<file path="src/verilog/ssq_pkg.sv">
/*
  Shared constants, enumerations and carriers for the servo stop-mode sequencer.
  Assumes a single 20 MHz clock and an APB register bus with 32-bit data.
*/
package ssq_pkg;

  localparam int unsigned CLK_HZ   = 20_000_000;
  localparam int unsigned CLK_NS   = 1_000_000_000 / CLK_HZ;
  localparam int unsigned TICK_NS  = 1000;
  localparam int unsigned TICK_CYC = (TICK_NS + CLK_NS - 1) / CLK_NS;

  localparam logic [15:0] OFS_CTRL      = 16'h0000;
  localparam logic [15:0] OFS_STATUS    = 16'h0004;
  localparam logic [15:0] OFS_RUN_SPEED = 16'h0008;
  localparam logic [15:0] OFS_RAMP_DEC  = 16'h000c;
  localparam logic [15:0] OFS_QSTOP_DEC = 16'h0010;
  localparam logic [15:0] OFS_ZERO_THR  = 16'h0014;
  localparam logic [15:0] OFS_EMG_TRQ   = 16'h0018;
  localparam logic [15:0] OFS_STOP_MODE = 16'h605c;

  localparam logic [15:0] RST_CTRL      = 16'h0000;
  localparam logic [15:0] RST_RUN_SPEED = 16'h0000;
  localparam logic [15:0] RST_RAMP_DEC  = 16'h0010;
  localparam logic [15:0] RST_QSTOP_DEC = 16'h0040;
  localparam logic [15:0] RST_ZERO_THR  = 16'h0004;
  localparam logic [15:0] RST_EMG_TRQ   = 16'h0100;
  localparam logic [15:0] RST_STOP_MODE = 16'h0000;

  localparam int unsigned CTL_SON_BIT   = 0;
  localparam int unsigned CTL_BRK_BIT   = 1;
  localparam int unsigned CTL_HALT_BIT  = 2;
  localparam int unsigned CTL_HDEC_LSB  = 4;
  localparam int unsigned CTL_HHOLD_LSB = 8;
  localparam logic [15:0] CTL_MASK      = 16'h0377;

  localparam int unsigned STS_STATE_LSB = 0;
  localparam int unsigned STS_DEC_LSB   = 4;
  localparam int unsigned STS_HOLD_LSB  = 8;
  localparam int unsigned STS_QUICK_BIT = 12;
  localparam int unsigned STS_ZERO_BIT  = 13;

  localparam logic [15:0] MODE_QRAMP_DB = 16'hfffc;
  localparam logic [15:0] MODE_ZERO_DB  = 16'hfffd;
  localparam logic [15:0] MODE_RAMP_DB  = 16'hfffe;
  localparam logic [15:0] MODE_DB_DB    = 16'hffff;
  localparam logic [15:0] MODE_COAST    = 16'h0000;
  localparam logic [15:0] MODE_RAMP_OFF = 16'h0001;

  typedef enum logic [2:0] {DEC_COAST, DEC_ZERO, DEC_RAMP, DEC_EMG, DEC_DB} ssq_decel_t;
  typedef enum logic [1:0] {HOLD_FREE, HOLD_LOCK, HOLD_DB} ssq_hold_t;
  typedef enum logic [1:0] {ST_OFF, ST_RUN, ST_DECEL, ST_HOLD} ssq_state_t;

  typedef struct packed {
    ssq_decel_t decel;
    ssq_hold_t  hold;
    logic       quick;
  } ssq_plan_t;

  typedef struct packed {
    logic               pwr_en;
    logic               db_on;
    logic               pos_lock;
    logic signed [15:0] spd_ref;
    logic signed [15:0] trq_ref;
  } ssq_drive_t;

  function automatic logic [15:0] ssq_abs(input logic signed [15:0] v);
    return v[15] ? 16'(-v) : 16'(v);
  endfunction

  function automatic logic ssq_mode_ok(input logic [15:0] m);
    return (m == MODE_QRAMP_DB) || (m == MODE_ZERO_DB) || (m == MODE_RAMP_DB) ||
           (m == MODE_DB_DB) || (m == MODE_COAST) || (m == MODE_RAMP_OFF);
  endfunction

endpackage

</file>
<file path="src/verilog/ssq_mode_decode.sv">
/*
  Turns the servo-off stop mode, brake enable and halt request into a stop plan.
  Assumes the stop mode holds only legal codes; the register bus refuses others.
*/
`timescale 1ns/10ps
module ssq_mode_decode (
  input  wire logic [15:0]        stop_mode,  // servo-off stop mode code
  input  wire logic               brake_en,   // holding-brake output enabled
  input  wire logic               halt,       // software halt selects its own plan
  input  wire ssq_pkg::ssq_decel_t halt_decel, // deceleration for a halt
  input  wire ssq_pkg::ssq_hold_t  halt_hold,  // holding state for a halt
  output ssq_pkg::ssq_plan_t      plan        // decoded plan
);
  import ssq_pkg::*;

  always_comb begin
    plan = '{decel: DEC_COAST, hold: HOLD_FREE, quick: 1'b0};
    if (halt) begin
      plan = '{decel: halt_decel, hold: halt_hold, quick: 1'b1};
    end else if (brake_en) begin
      plan = '{decel: DEC_RAMP, hold: HOLD_DB, quick: 1'b1};
    end else begin
      case (stop_mode)
        MODE_QRAMP_DB: plan = '{decel: DEC_RAMP, hold: HOLD_DB, quick: 1'b1};
        MODE_ZERO_DB:  plan = '{decel: DEC_ZERO, hold: HOLD_DB, quick: 1'b0};
        MODE_RAMP_DB:  plan = '{decel: DEC_RAMP, hold: HOLD_DB, quick: 1'b0};
        MODE_DB_DB:    plan = '{decel: DEC_DB, hold: HOLD_DB, quick: 1'b0};
        MODE_RAMP_OFF: plan = '{decel: DEC_RAMP, hold: HOLD_FREE, quick: 1'b0};
        default:       plan = '{decel: DEC_COAST, hold: HOLD_FREE, quick: 1'b0};
      endcase
    end
  end

endmodule

</file>
<file path="src/verilog/ssq_ramp.sv">
/*
  Speed ramp generator: loads a start value and walks it toward zero by a step
  once per microsecond tick. Assumes one clock and an active-low async reset.
*/
`timescale 1ns/10ps
module ssq_ramp (
  input  wire logic               clk,      // system clock
  input  wire logic               rst_n,    // async reset, active low
  input  wire logic               load,     // take load_val this cycle
  input  wire logic signed [15:0] load_val, // starting reference
  input  wire logic               run,      // ramp toward zero while high
  input  wire logic [15:0]        step,     // decrement per tick
  output logic signed [15:0]      ref_q,    // present ramp reference
  output logic                    at_zero   // reference has reached zero
);
  import ssq_pkg::*;

  logic [15:0] div_q;
  logic        tick;
  logic [15:0] mag;

  assign tick    = (div_q == 16'(TICK_CYC - 1));
  assign at_zero = (ref_q == 16'sh0000);
  assign mag     = ssq_abs(ref_q);

  always_ff @(posedge clk or negedge rst_n) begin
    if (!rst_n) begin
      div_q <= 16'h0000;
    end else if (load || tick) begin
      div_q <= 16'h0000;
    end else begin
      div_q <= div_q + 16'h0001;
    end
  end

  // clamp at zero so a coarse step never overshoots into reverse motion
  always_ff @(posedge clk or negedge rst_n) begin
    if (!rst_n) begin
      ref_q <= 16'sh0000;
    end else if (load) begin
      ref_q <= load_val;
    end else if (run && tick && !at_zero) begin
      if (mag <= step) begin
        ref_q <= 16'sh0000;
      end else if (ref_q[15]) begin
        ref_q <= ref_q + $signed(step);
      end else begin
        ref_q <= ref_q - $signed(step);
      end
    end
  end

endmodule

</file>
<file path="src/verilog/ssq_sequencer.sv">
/*
  Servo stop-mode sequencer top: APB register file, servo-on tracking and the
  stop sequence that drives the power stage command.
  Assumes MOTOR_SPEED is synchronous to MCLK and the power stage follows DRIVE.
*/
`timescale 1ns/10ps

// Summary of operation
// - Coast deceleration drops motor power at once and applies no braking.
// - Zero-speed deceleration commands zero speed at once, with no ramp, and holds it.
// - Ramp deceleration walks the speed reference smoothly down to zero.
// - Emergency-torque deceleration applies torque opposing motion until the motor stops.
// - Dynamic-brake deceleration shorts the motor through the brake for the whole stop.
// - A de-energized hold keeps the motor unpowered and free after it stops.
// - A position-lock hold keeps the motor powered and holding position after it stops.
// - A dynamic-brake hold keeps the motor unpowered with the brake short applied.
// - Withdrawal of servo-on by the host starts the stop chosen by the stop mode.
// - Stop modes -4..1 map to quick ramp/DB, zero/DB, ramp/DB, DB/DB, coast/free, ramp/free.
// - The stop mode resets to 0, coasting and then holding de-energized.
// - With the holding brake enabled every stop except a halt is a quick ramp ending in a DB hold.
module ssq_sequencer (
  input  wire logic               MCLK,        // 20 MHz system clock
  input  wire logic               RST_N,       // async reset, active low
  input  wire logic               PSEL,        // apb select
  input  wire logic               PENABLE,     // apb access phase
  input  wire logic               PWRITE,      // apb direction
  input  wire logic [15:0]        PADDR,       // apb byte address
  input  wire logic [31:0]        PWDATA,      // apb write data
  output logic [31:0]             PRDATA,      // apb read data
  output logic                    PREADY,      // apb ready
  output logic                    PSLVERR,     // apb error
  input  wire logic signed [15:0] MOTOR_SPEED, // measured shaft speed
  output ssq_pkg::ssq_drive_t     DRIVE,       // power stage command
  output logic                    STOPPED      // stop sequence finished, holding
);
  import ssq_pkg::*;

  logic [15:0]        ctrl_q;
  logic signed [15:0] run_speed_q;
  logic [15:0]        ramp_dec_q;
  logic [15:0]        qstop_dec_q;
  logic [15:0]        zero_thr_q;
  logic [15:0]        emg_trq_q;
  logic [15:0]        stop_mode_q;

  logic [31:0]        prdata_q;
  logic               pready_q;
  logic               pslverr_q;

  ssq_state_t         state_q;
  ssq_state_t         state_d;
  ssq_plan_t          plan_q;
  ssq_plan_t          plan_new;
  ssq_drive_t         drive_q;
  ssq_drive_t         drive_d;
  logic               stopped_q;
  logic               motor_still;

  logic               run_req;
  logic               ramp_load;
  logic signed [15:0] ramp_ref;
  logic               ramp_zero;
  logic [15:0]        ramp_step;

  logic               acc1;
  logic               wr_en;
  logic               hit;
  logic               bad_mode;
  logic [31:0]        rdata;
  logic [15:0]        status;

  // bus side
  assign acc1  = PSEL && PENABLE && !pready_q;
  assign wr_en = PSEL && PENABLE && pready_q && PWRITE && !pslverr_q;

  always_comb begin
    hit = 1'b1;
    rdata = 32'h0000_0000;
    case (PADDR)
      OFS_CTRL:      rdata = {16'h0000, ctrl_q};
      OFS_STATUS:    rdata = {16'h0000, status};
      OFS_RUN_SPEED: rdata = {16'h0000, run_speed_q};
      OFS_RAMP_DEC:  rdata = {16'h0000, ramp_dec_q};
      OFS_QSTOP_DEC: rdata = {16'h0000, qstop_dec_q};
      OFS_ZERO_THR:  rdata = {16'h0000, zero_thr_q};
      OFS_EMG_TRQ:   rdata = {16'h0000, emg_trq_q};
      OFS_STOP_MODE: rdata = {{16{stop_mode_q[15]}}, stop_mode_q};
      default:       hit = 1'b0;
    endcase
  end

  // out-of-range stop codes are refused so the decoder only ever sees legal values
  assign bad_mode = PWRITE && (PADDR == OFS_STOP_MODE) && !ssq_mode_ok(PWDATA[15:0]);

  always_comb begin
    status = 16'h0000;
    status[STS_STATE_LSB +: 2] = state_q;
    status[STS_DEC_LSB +: 3]   = plan_q.decel;
    status[STS_HOLD_LSB +: 2]  = plan_q.hold;
    status[STS_QUICK_BIT]      = plan_q.quick;
    status[STS_ZERO_BIT]       = motor_still;
  end

  // one wait state: ready rises in the second access cycle
  always_ff @(posedge MCLK or negedge RST_N) begin
    if (!RST_N) begin
      pready_q  <= 1'b0;
      pslverr_q <= 1'b0;
      prdata_q  <= 32'h0000_0000;
    end else if (acc1) begin
      pready_q  <= 1'b1;
      pslverr_q <= !hit || bad_mode || (PWRITE && (PADDR == OFS_STATUS));
      prdata_q  <= PWRITE ? 32'h0000_0000 : rdata;
    end else begin
      pready_q  <= 1'b0;
      pslverr_q <= 1'b0;
    end
  end

  always_ff @(posedge MCLK or negedge RST_N) begin
    if (!RST_N) begin
      ctrl_q <= RST_CTRL;
    end else if (wr_en && PADDR == OFS_CTRL) begin
      ctrl_q <= PWDATA[15:0] & CTL_MASK;
    end
  end

  always_ff @(posedge MCLK or negedge RST_N) begin
    if (!RST_N) begin
      stop_mode_q <= RST_STOP_MODE;
    end else if (wr_en && PADDR == OFS_STOP_MODE) begin
      stop_mode_q <= PWDATA[15:0];
    end
  end

  always_ff @(posedge MCLK or negedge RST_N) begin
    if (!RST_N) begin
      run_speed_q <= RST_RUN_SPEED;
      ramp_dec_q  <= RST_RAMP_DEC;
      qstop_dec_q <= RST_QSTOP_DEC;
      zero_thr_q  <= RST_ZERO_THR;
      emg_trq_q   <= RST_EMG_TRQ;
    end else if (wr_en) begin
      case (PADDR)
        OFS_RUN_SPEED: run_speed_q <= PWDATA[15:0];
        OFS_RAMP_DEC:  ramp_dec_q  <= PWDATA[15:0];
        OFS_QSTOP_DEC: qstop_dec_q <= PWDATA[15:0];
        OFS_ZERO_THR:  zero_thr_q  <= PWDATA[15:0];
        OFS_EMG_TRQ:   emg_trq_q   <= PWDATA[15:0];
        default:       ;
      endcase
    end
  end

  // plan decoding and latching
  ssq_mode_decode u_decode (
    .stop_mode  (stop_mode_q),
    .brake_en   (ctrl_q[CTL_BRK_BIT]),
    .halt       (ctrl_q[CTL_HALT_BIT]),
    .halt_decel (ssq_decel_t'(ctrl_q[CTL_HDEC_LSB +: 3])),
    .halt_hold  (ssq_hold_t'(ctrl_q[CTL_HHOLD_LSB +: 2])),
    .plan       (plan_new)
  );

  assign run_req     = ctrl_q[CTL_SON_BIT] && !ctrl_q[CTL_HALT_BIT];
  assign motor_still = ssq_abs(MOTOR_SPEED) <= zero_thr_q;
  assign ramp_load   = (state_q == ST_RUN) && !run_req;
  assign ramp_step   = plan_q.quick ? qstop_dec_q : ramp_dec_q;

  // the plan is frozen for the whole stop; later stop-mode and control writes reach the plan only at the next one
  always_ff @(posedge MCLK or negedge RST_N) begin
    if (!RST_N) begin
      plan_q <= '{decel: DEC_COAST, hold: HOLD_FREE, quick: 1'b0};
    end else if (ramp_load) begin
      plan_q <= plan_new;
    end
  end

  ssq_ramp u_ramp (
    .clk      (MCLK),
    .rst_n    (RST_N),
    .load     (ramp_load),
    .load_val (drive_q.spd_ref),
    .run      (state_q == ST_DECEL && plan_q.decel == DEC_RAMP),
    .step     (ramp_step),
    .ref_q    (ramp_ref),
    .at_zero  (ramp_zero)
  );

  // stop sequence
  always_comb begin
    state_d = state_q;
    case (state_q)
      ST_OFF: begin
        if (run_req) begin
          state_d = ST_RUN;
        end
      end
      ST_RUN: begin
        if (!run_req) begin
          state_d = ST_DECEL;
        end
      end
      ST_DECEL: begin
        // a ramp finishes only when both the reference and the shaft are at rest
        if (motor_still && (plan_q.decel != DEC_RAMP || ramp_zero)) begin
          state_d = ST_HOLD;
        end
      end
      ST_HOLD: begin
        if (run_req) begin
          state_d = ST_RUN;
        end
      end
      default: state_d = ST_OFF;
    endcase
  end

  always_ff @(posedge MCLK or negedge RST_N) begin
    if (!RST_N) begin
      state_q <= ST_OFF;
    end else begin
      state_q <= state_d;
    end
  end

  // power stage command for the present state
  always_comb begin
    drive_d = '{pwr_en: 1'b0, db_on: 1'b0, pos_lock: 1'b0, spd_ref: 16'sh0000,
                trq_ref: 16'sh0000};
    case (state_q)
      ST_OFF: begin
        drive_d.pwr_en = 1'b0;
      end
      ST_RUN: begin
        drive_d.pwr_en  = 1'b1;
        drive_d.spd_ref = run_speed_q;
      end
      ST_DECEL: begin
        case (plan_q.decel)
          DEC_COAST: begin
            drive_d.pwr_en = 1'b0;
          end
          DEC_ZERO: begin
            drive_d.pwr_en  = 1'b1;
            drive_d.spd_ref = 16'sh0000;
          end
          DEC_RAMP: begin
            drive_d.pwr_en  = 1'b1;
            drive_d.spd_ref = ramp_ref;
          end
          DEC_EMG: begin
            drive_d.pwr_en  = 1'b1;
            // torque opposes the sign of the measured speed
            drive_d.trq_ref = MOTOR_SPEED[15] ? $signed(emg_trq_q)
                                              : 16'(-$signed(emg_trq_q));
          end
          DEC_DB: begin
            drive_d.db_on = 1'b1;
          end
          default: begin
            drive_d.pwr_en = 1'b0;
          end
        endcase
      end
      ST_HOLD: begin
        case (plan_q.hold)
          HOLD_FREE: begin
            drive_d.pwr_en = 1'b0;
          end
          HOLD_LOCK: begin
            drive_d.pwr_en   = 1'b1;
            drive_d.pos_lock = 1'b1;
          end
          HOLD_DB: begin
            drive_d.db_on = 1'b1;
          end
          default: begin
            drive_d.pwr_en = 1'b0;
          end
        endcase
      end
      default: begin
        drive_d.pwr_en = 1'b0;
      end
    endcase
  end

  always_ff @(posedge MCLK or negedge RST_N) begin
    if (!RST_N) begin
      drive_q   <= '{pwr_en: 1'b0, db_on: 1'b0, pos_lock: 1'b0, spd_ref: 16'sh0000,
                     trq_ref: 16'sh0000};
      stopped_q <= 1'b0;
    end else begin
      drive_q   <= drive_d;
      stopped_q <= (state_q == ST_HOLD);
    end
  end

  assign DRIVE   = drive_q;
  assign STOPPED = stopped_q;
  assign PRDATA  = prdata_q;
  assign PREADY  = pready_q;
  assign PSLVERR = pslverr_q;

endmodule
</file>
<file path="config.mk">
export PLATFORM = sky130hd
export DESIGN_NAME = ssq_sequencer
export DESIGN_NICKNAME = d
export VERILOG_FILES = /design/src/verilog/ssq_pkg.sv /design/src/verilog/ssq_mode_decode.sv /design/src/verilog/ssq_ramp.sv /design/src/verilog/ssq_sequencer.sv
export SDC_FILE = /design/constraint.sdc
export NUM_CORES = 1
export LEC_CHECK = 0
export BUFFER_PORTS_ARGS = -buffer_cell sky130_fd_sc_hd__buf_2
export CORE_ASPECT_RATIO = 0.8
export CORE_MARGIN = 3
export CORE_UTILIZATION = 50
export CTS_CLUSTER_DIAMETER = 30
export DETAILED_ROUTE_END_ITERATION = 10
export HOLD_SLACK_MARGIN = 0.1
export PLACE_DENSITY_LB_ADDON = 0.3
export SETUP_SLACK_MARGIN = 0.5
export SLEW_MARGIN = 20
export SYNTH_ARGS = -nofsm -noshare
export SYNTH_HDL_FRONTEND = slang
export SYNTH_HIERARCHICAL = 1
export SYNTH_SLANG_ARGS = --single-unit
</file>
<file path="constraint.sdc">
create_clock -name MCLK -period 6.45 [get_ports MCLK]
set_clock_uncertainty 0.1 [all_clocks]
set_input_delay 1.29 -clock MCLK [delete_from_list [all_inputs] [get_ports MCLK]]
set_output_delay 1.29 -clock MCLK [all_outputs]
set_load 0.1 [all_outputs]
</file>
# Word level (Yosys, flattened, before mapping)
# Index checks and enable logic that the tools add are counted.
dict set report totals {
  register_bits 214
  ram_bits 0
  latch_bits 0
  rom_bits 0
  word_cells 139
  mem_count 0
}
dict set report op_classes {
  bitwise_logic 0
  shift 0
  n_mux 32
  eq_ne 31
  n_div 0
  add_sub_neg 6
  reduce_logical 46
  order_cmp 2
  mul 0
}
# cell count
set ops {}
lappend ops {{32-bit case mux with 8 select lines} 1}
lappend ops {{16-bit 2-to-1 mux} 12}
lappend ops {{16-bit equality test (second input constant)} 8}
lappend ops {{16-bit by 5-bit equality test with 1-bit output (second input constant)} 4}
lappend ops {{16-bit zero test} 3}
lappend ops {{16-bit negation} 3}
lappend ops {{16-bit by 1-bit equality test with 1-bit output (second input constant)} 2}
lappend ops {{16-bit by 4-bit equality test with 1-bit output (second input constant)} 2}
lappend ops {{16-bit <= comparator} 2}
lappend ops {{32-bit 2-to-1 mux} 1}
lappend ops {{16-bit case mux with 2 select lines} 1}
lappend ops {{6-bit case mux with 5 select lines} 1}
lappend ops {{16-bit by 1-bit adder with 16-bit output (second input constant)} 1}
lappend ops {{16-bit adder} 1}
lappend ops {{16-bit by 15-bit equality test with 1-bit output (second input constant)} 1}
lappend ops {{16-bit by 3-bit equality test with 1-bit output (second input constant)} 1}
lappend ops {{1-bit logical AND} 16}
lappend ops {{16-bit subtractor} 1}
lappend ops {{6-bit 2-to-1 mux} 2}
lappend ops {{2-bit AND reduction} 5}
lappend ops {{1-bit logical OR} 9}
lappend ops {{1-bit 2-to-1 mux} 8}
lappend ops {{8-bit OR reduction} 1}
lappend ops {{1-bit zero test} 7}
lappend ops {{17 further kinds} 24}

# Logic depth before layout (Yosys ltp)
# Gate-level depths: netlist (run 1).
dict set report logic_depth {
  word_depth 11
  mapped_depth 16
}

# Cells and area by module
# Netlist (run 1), hierarchy kept.
# mod cells_per_inst seq_area_each_um2 n_inst area_each_um2
set by_module_without_submodules {}
lappend by_module_without_submodules {ssq_sequencer 778 4184.0 1 8541.9}
lappend by_module_without_submodules {ssq_ramp 380 800.8 1 3178.0}
lappend by_module_without_submodules {ssq_mode_decode 27 0.0 1 178.9}

# Worst setup path after synthesis (run 1)
# Ideal clock, no wire load.
dict set report synth_path {
  path_kind {input to register}
  startpoint {in MOTOR_SPEED[0]}
  endpoint {reg state_q[0]}
  setup_time_ns 0.079
  path_slack_ns 2.029
  required_ns 6.271
  path_buffers 0
  path_stages 15
  arrival_time_ns 4.241
  path_cell_list {inv_1 > ha_1 > nand2b_1 > or4_1 > nor2_1 > nand2_1 > o31ai_1 > xnor2_1 > ha_1 > nand4_1 > nor2_1 > or3_1 > or4_1 > a31oi_1 > mux2i_1}
}
dict set report synth_between {
  elab_chain_len 6
}
# item line_no
set synth_rtl {}
lappend synth_rtl {{start: declaration} ssq_sequencer.sv:32} ;# input wire logic signed [15:0] MOTOR_SPEED,
lappend synth_rtl {{16-bit negation} ssq_pkg.sv:68} ;# return v[15] ? 16'(-v) : 16'(v);
lappend synth_rtl {{16-bit 2-to-1 mux *} ssq_pkg.sv:68}
lappend synth_rtl {{16-bit <= comparator *} ssq_sequencer.sv:166} ;# assign motor_still = ssq_abs(MOTOR_SPEED) <= zero_thr_q;
lappend synth_rtl {{1-bit logical AND *} ssq_sequencer.sv:206} ;# if (motor_still && (plan_q.decel != DEC_RAMP || ramp_zero)) begin
lappend synth_rtl {{2-bit by 1-bit != test with 1-bit output (no line) *} n/a}
lappend synth_rtl {{3-bit AND reduction (no line) *} n/a}
lappend synth_rtl {{end signal: assignment} ssq_sequencer.sv:223} ;# state_q <= state_d;
lappend synth_rtl {{end: declaration} ssq_sequencer.sv:50} ;# ssq_state_t state_q;
# Mark *: on every way between the ends. The rest lies on a longest branch, timed or not.
# A chain may end at the register's enable or synchronous reset.

# Final worst setup path (run 1)
dict set report layout_path {
  startpoint {in MOTOR_SPEED[0]}
  endpoint {reg state_q[1]}
}
# The elaborated chain is that of the path after synthesis.

==> flow_summary.json, run 1 <==
{
  "status": "completed",
  "hp-class": "flip-flop to flip-flop",
  "drc": 0,
  "first_iter_violations": 954,
  "num_vias": 9713,
  "slew_headroom_pct": 20.5,
  "fill_cells": 2051,
  "clk_pin_slew_worst_paths_ps": 80,
  "ys_seq_elements": 199,
  "setup_tns_ps": 0,
  "seq_power_share_pct": 45.8,
  "cts_made_buffers": 17,
  "portBuffers": 122,
  "crit_type": "input port to flip-flop",
  "root_buffer": "clkbuf_16",
  "instances_no_fill": 1586,
  "post-route-period-util_pct": 72.9,
  "syn_area_per_cell_um2": 10.0,
  "firstDrtPassIters": 5,
  "clk_path_buf_depth": 2,
  "ir_worst_vdd_mv": 0.189,
  "crit_path_end_kind": "flip-flop",
  "ys_async_sr_fraction_pct": 100,
  "fin_nets": 1393,
  "fmaxAchievable_mhz": 213,
  "ant_nets": 0,
  "overflow": 0,
  "crit_fanout": 4,
  "syn_nets": 1311,
  "worst_pin_slew_ps": 1190,
  "synth_warnings": 6,
  "clkPwrFrac_pct": 39.7,
  "track_usage_pct": 26.9,
  "antennaDiodeCount": 0,
  "switching_power_mw": 0.887,
  "holdBufCountCts": 0,
  "dpl.cell_count": 1554,
  "p_int_mw": 1.93,
  "via_per_inst": 6.12,
  "initial_utilization_pct": 51.9,
  "drv_cap": 0,
  "crit_arrival_ps": 4970,
  "dp_slack_ps": 1310,
  "grt_pass1_vias": 9122,
  "yosysUniqueCellTypes": 75,
  "p_sw_share_pct": 31.4,
  "die_area_um2": 25700,
  "clock_sinks": 199,
  "die_y_um": 144,
  "htree_levels": 4,
  "synth-edff-count": 0,
  "die_w_um": 178,
  "core_um2": 22900,
  "slew_violations": 0,
  "final_util_pct": 57.9,
  "wl_mm": 34.1,
  "comb_power_share_pct": 14.5,
  "syn_area_um2": 11900,
  "setup_viol": 0,
  "wl_per_cell_um": 21.5,
  "yosysSeqAreaShare_pct": 41.9,
  "area_delta_synth_final_pct": 11.5,
  "synth_cells": 1185,
  "power_leakage_nw": 6.39,
  "ios": 139,
  "setup_slack_ps": 1740,
  "cts_setup_buffers": 0,
  "clk_latency_ps": 460,
  "whs_ps": 396,
  "fp-row-count": 49,
  "cts_resized": 0,
  "dpl.hpwl_mm": 25.4,
  "period_minus_slack_ps": 4710,
  "antenna_found_initial": 0,
  "p_per_area_nw_per_um2": 213,
  "synthFlopType": "dfrtp_1",
  "critPathRequiredTime_ps": 6710,
  "start_kind": "input port",
  "finalWeightedCongestion": 0.982,
  "hold_viol": 0,
  "rsz0062_at_grt": "no",
  "cts_tree": "yes",
  "grt_pass1_wl_mm": 52.6,
  "grt_max_degree": 85,
  "drive_above_1_share_pct": 24.1
}
synth_stat cells, types with 5 or more instances:
library cell	n	share of area, %
a22oi_1	54	3.4
nor2_1	88	2.8
o31ai_1	11	0.69
a222oi_1	5	0.42
mux2i_1	9	0.76
nand2b_1	9	0.47
inv_1	62	2.0
clkbuf_1	33	1.0
nand3_1	30	1.3
o21ai_0	52	2.2
a21oi_1	45	1.9
nor3_1	32	1.3
nor4_1	23	1.2
o21ai_2	10	0.74
a22o_1	14	1.0
nand2_1	74	2.3
buf_2	14	0.59
mux2_4	10	1.3
ha_1	56	5.9
and2_1	6	0.32
xnor2_1	62	4.6
xor2_1	16	1.2
and3_1	6	0.32
nand4_1	21	1.1
a21o_1	7	0.44
nor2b_1	6	0.32
a221oi_1	8	0.59
a31oi_1	15	0.79
dfrtp_1	195	41
o21ai_1	8	0.34
or3_1	9	0.47
mux2_2	92	8.7
buf_4	16	1.0
or4_1	10	0.63
state kept, by name, indices dropped and copies added, names as in the netlist:
register	flops
PREADY	1
DRIVE	35
plan_q	6
qstop_dec_q	16
run_speed_q	16
ramp_dec_q	16
STOPPED	1
PRDATA	17
PSLVERR	1
stop_mode_q	16
emg_trq_q	16
state_q	2
u_ramp/div_q	16
u_ramp/ref_q	16
ctrl_q	8
zero_thr_q	16
layer usage:
metal | wire length [um] | global-route usage, %
met1 | 15900 | 39.8
met2 | 15100 | 40.5
met3 | 2710 | 5.80
met4 | 419 | 6.15
met5 | 0 | 0
worst paths after layout:
check,from,endpoint,slack [ps],depth (start not counted)
worst max-delay path,MOTOR_SPEED[0],state_q[1]$_DFFE_PN0P_,1740,16
worst min-delay path,u_ramp/div_q[0]$_DFF_PN0_,u_ramp/div_q[0]$_DFF_PN0_,400,1
worst max register to register,plan_q[0]$_DFFE_PN0P_,u_ramp/ref_q[13]$_DFFE_PN0P_,1790,14
worst min register to register,u_ramp/div_q[0]$_DFF_PN0_,u_ramp/div_q[0]$_DFF_PN0_,400,1
max in group asynchronous,RST_N,zero_thr_q[14]$_DFFE_PN0P_,4230,2
min in group asynchronous,RST_N,PRDATA[4]$_DFFE_PN0P_,780,1
worst max-delay path, stage by stage:
cell and delay, ps:
buf_2 110, inv_1 70, ha_1 160, nand2b_1 70, or4_1 470, nor2_1 120, nand2_1 100, o31ai_1 260
xnor2_1 190, ha_1 270, nand4_1 170, nor2_1 60, or3_1 330, or4_1 640, a31oi_1 410, mux2i_1 240
cells in the final DEF, fill, tap and decap left out, types with 7 or more instances in the layout:
cell type / n
a21o_1: 7
a21oi_1: 45
a221oi_1: 8
a22o_1: 14
a22oi_1: 54
a31oi_1: 15
buf_2: 121
buf_4: 10
clkbuf_16: 17
dfrtp_1: 195
ha_1: 56
inv_1: 62
mux2_2: 92
mux2_4: 10
mux2i_1: 9
nand2_1: 74
nand2b_1: 9
nand3_1: 30
nand4_1: 21
nor2_1: 88
nor3_1: 29
nor4_1: 22
o21ai_0: 52
o21ai_1: 8
o21ai_2: 10
o31ai_1: 11
or3_1: 9
or4_1: 10
xnor2_1: 62
xor2_1: 16
kinds of logic after synthesis:
logic type | synth area share [%]
adder cells (fa/ha/maj) | 6.06
buffers and inverters | 5.04
multiplexers | 11.0
flip-flops | 41.9
AO/OA/AOI/OAI | 14.3
XOR/XNOR | 5.74
AND/OR/NAND/NOR | 16.0
cell type report:
| type | instances | area, um2 | area share [%] |
|---|---|---|---|
| Tap cell | 306 | 383 | 2.88 |
| Sequential cell | 199 | 4980 | 37.6 |
| Inverter | 62 | 233 | 1.75 |
| Clock buffer | 17 | 425 | 3.21 |
| Timing Repair Buffer | 132 | 694 | 5.23 |
| Clock inverter | 15 | 193 | 1.45 |
| Multi-Input combinational cell | 855 | 6360 | 47.9 |
metrics by stage:
step	power, mW	instance area, um2
after CTS	2.83	13300
after global placement	1.72	12600
final	2.82	13300
after global routing	2.93	13300
after detailed placement	1.72	12600
after floorplan	1.58	11900
power by group through the flow:
stage / combinational [mW] / sequential (mW) / clock [mW]
CTS: 0.408 / 1.29 / 1.13
detailed placement: 0.407 / 1.32 / 0
floorplan: 0.223 / 1.36 / 0
finish: 0.410 / 1.29 / 1.12
global placement: 0.400 / 1.32 / 0
global route: 0.444 / 1.30 / 1.19
(Power assumes the default switching activity.)
==> inputs of run 2 (changes only) <==
==> constraint.sdc (replaced) <==
create_clock -name MCLK -period 4.1 [get_ports MCLK]
set_clock_uncertainty 0.1 [all_clocks]
set_input_delay 0.82 -clock MCLK [delete_from_list [all_inputs] [get_ports MCLK]]
set_output_delay 0.82 -clock MCLK [all_outputs]
set_load 0.1 [all_outputs]
==> run 2 against run 1 <==
  * Clock power rose by 55%
  * Via count up 3.4%
  * Sequential share of layout area decreased by 1.4 points
  * Cell count up 2.0%
  * Non-clock buffer count is 30 higher
  * Critical path depth decreased by 2
  * Utilization rose by 2.3 points
  * Final area rose by 3.9%
  * Register-to-register slack worse by 1200 ps
  * Sequential cell count did not move
  * Combinational power grew 77%
  * Critical path type is now flip-flop to flip-flop
  * Critical endpoint is now u_ramp/ref_q[13]$_DFFE_PN0P_
==> flow_summary.json, run 2 (synthesis gave the netlist of run 1 again) <==
{
  "final_util_pct": 60.2,
  "power_leakage_nw": 6.60,
  "root_buffer": "clkbuf_16",
  "antenna_found_initial": 2,
  "mostFrequentLayoutCells": "dfrtp_1, buf_2, mux2_2",
  "hp-class": "input port to asynchronous set/reset pin",
  "ir_worst_vdd_mv": 0.325,
  "crit_type": "flip-flop to flip-flop",
  "rsz0062_at_grt": "yes",
  "crit_fanout": 8,
  "dpl.hpwl_mm": 25.9,
  "whs_ps": 251,
  "wl_per_cell_um": 22.0,
  "period_minus_slack_ps": 3540,
  "grt_max_degree": 73,
  "clk_pin_slew_worst_paths_ps": 90,
  "worst_pin_slew_ps": 1010,
  "firstDrtPassIters": 7,
  "crit_arrival_ps": 3770,
  "r2r_cells": 14,
  "status": "completed",
  "slew_headroom_pct": 32.9,
  "critPathBufInv": 2,
  "crit_chain": "buf_4 > o21ai_0 > nor4_4 > buf_4 > a31oi_1 > xnor2_1 > ha_2 > o21ai_0 > nor2_2 > nor2_1 > o21ai_1 > o41ai_2 > xor2_1 > o21ai_2",
  "setup_tns_ps": 0,
  "initial_utilization_pct": 51.9,
  "fp-row-count": 49,
  "rr_endpoint": "u_ramp/ref_q[13]$_DFFE_PN0P_",
  "cts_made_buffers": 17,
  "ios": 139,
  "worst_path_max_delay_cell": "o21ai_0",
  "wl_mm": 35.5,
  "cts_tree": "yes",
  "area_delta_synth_final_pct": 15.9,
  "finalWeightedCongestion": 0.973,
  "reg2reg_from": "plan_q[0]$_DFFE_PN0P_",
  "via_per_inst": 6.20,
  "drive_above_1_share_pct": 29.0,
  "r2r_setup_slack_ps": 560,
  "htree_levels": 4,
  "seq_area_um2": 4990,
  "post-route-period-util_pct": 86.3,
  "drc": 0,
  "track_usage_pct": 27.6,
  "largest_reg_flops": 35,
  "fill_cells": 1968,
  "first_iter_violations": 1204,
  "die_y_um": 144,
  "setup_viol": 0,
  "max_stage_delay_ps": 510,
  "crit_path_end_kind": "flip-flop",
  "layout_commonest_cell": "dfrtp_1",
  "core_um2": 22900,
  "cp_top_family": "compound AO/OA/AOI/OAI gates",
  "drv_cap": 0,
  "slew_violations": 0,
  "die_w_um": 178,
  "p_per_area_nw_per_um2": 326,
  "hold_viol": 0,
  "overflow": 0,
  "critPathRequiredTime_ps": 4330,
  "multi_input_area_um2": 6590,
  "clock_sinks": 199,
  "fin_nets": 1423,
  "grt_pass1_vias": 9390,
  "clk_path_buf_depth": 2,
  "portBuffers": 122,
  "grt_pass1_wl_mm": 54.3,
  "num_vias": 10000,
  "p_total_mw": 4.50,
  "ant_nets": 0,
  "start_kind": "flip-flop",
  "clk_latency_ps": 450,
  "fmaxAchievable_mhz": 283,
  "die_area_um2": 25700
}
-- run 2: changes by cell type in the layout (fill, tap and decap cells not counted), moves of 4 or more --
cell     delta
o21ai_0     -5
dfrtp_2     +6
a21oi_1     -4
a21oi_2     +4
dfrtp_1     -6
buf_4      +27
-- run 2: final cells by class --
| class | instances | share of cell area [%] |
|---|---|---|
| flip-flops and latches | 199 | 36.2 |
| multi-input cells | 855 | 47.8 |
| repair buffers | 162 | 7.07 |
| diodes | 2 | 0.0363 |
| inverters | 62 | 1.81 |
| clock inverters | 15 | 1.27 |
| well taps | 306 | 2.78 |
| clock buffers | 17 | 3.08 |
-- run 2: worst max-delay path by stage --
| stage | from | to | slack [ps] | cells past startpoint |
|---|---|---|---|---|
| 2_1_floorplan | MOTOR_SPEED[0] | state_q[1]$_DFFE_PN0P_ | 400 | 15 |
| 3_3_place_gp | MOTOR_SPEED[0] | state_q[1]$_DFFE_PN0P_ | 20 | 16 |
| 3_5_place_dp | MOTOR_SPEED[0] | state_q[1]$_DFFE_PN0P_ | 20 | 16 |
| 4_1_cts | MOTOR_SPEED[0] | state_q[1]$_DFFE_PN0P_ | 500 | 16 |
| 5_1_grt | MOTOR_SPEED[7] | state_q[1]$_DFFE_PN0P_ | 420 | 13 |
| 6_report | plan_q[0]$_DFFE_PN0P_ | u_ramp/ref_q[13]$_DFFE_PN0P_ | 560 | 14 |
-- run 2: layer usage --
layer | global-route usage, % | routed length (um) | vias up
li1 | - | - | 4534
met1 | 41.5 | 16500 | 4992
met2 | 41.3 | 15600 | 476
met3 | 6.33 | 2980 | 37
met4 | 5.25 | 478 | 0
met5 | 0 | 0 | -
-- run 2: timing repair --
item	4_1_cts	5_1_grt
buffers inserted	2	7
gates cloned	0	1
setup endpoints to repair	18	19
hold buffers	0	0
pin swaps	8	20
gates resized for setup	10	48
hold endpoints to repair	0	0
-- run 2: worst reg2reg max path: stages, from the launching register on --
cell and delay (ps):
dfrtp_2 490, buf_4 160, o21ai_0 510, nor4_4 110
buf_4 170, a31oi_1 200, xnor2_1 190, ha_2 370
o21ai_0 110, nor2_2 100, nor2_1 160, o21ai_1 150
o41ai_2 290, xor2_1 230, o21ai_2 70
-- run 2: metrics by stage --
step	cell area [um2]	setup WS, ps	cells
2_1_floorplan	12000	396	1185
3_3_place_gp	12800	23.0	1574
3_5_place_dp	12800	18.7	1574
4_1_cts	13500	500	1608
5_1_grt	13800	421	1618
6_report	13800	563	1618
-- run 2: power by group --
group	internal [mW]	switching, mW
clock network	0.877	0.864
logic	0.182	0.543
registers	2.00	0.0336
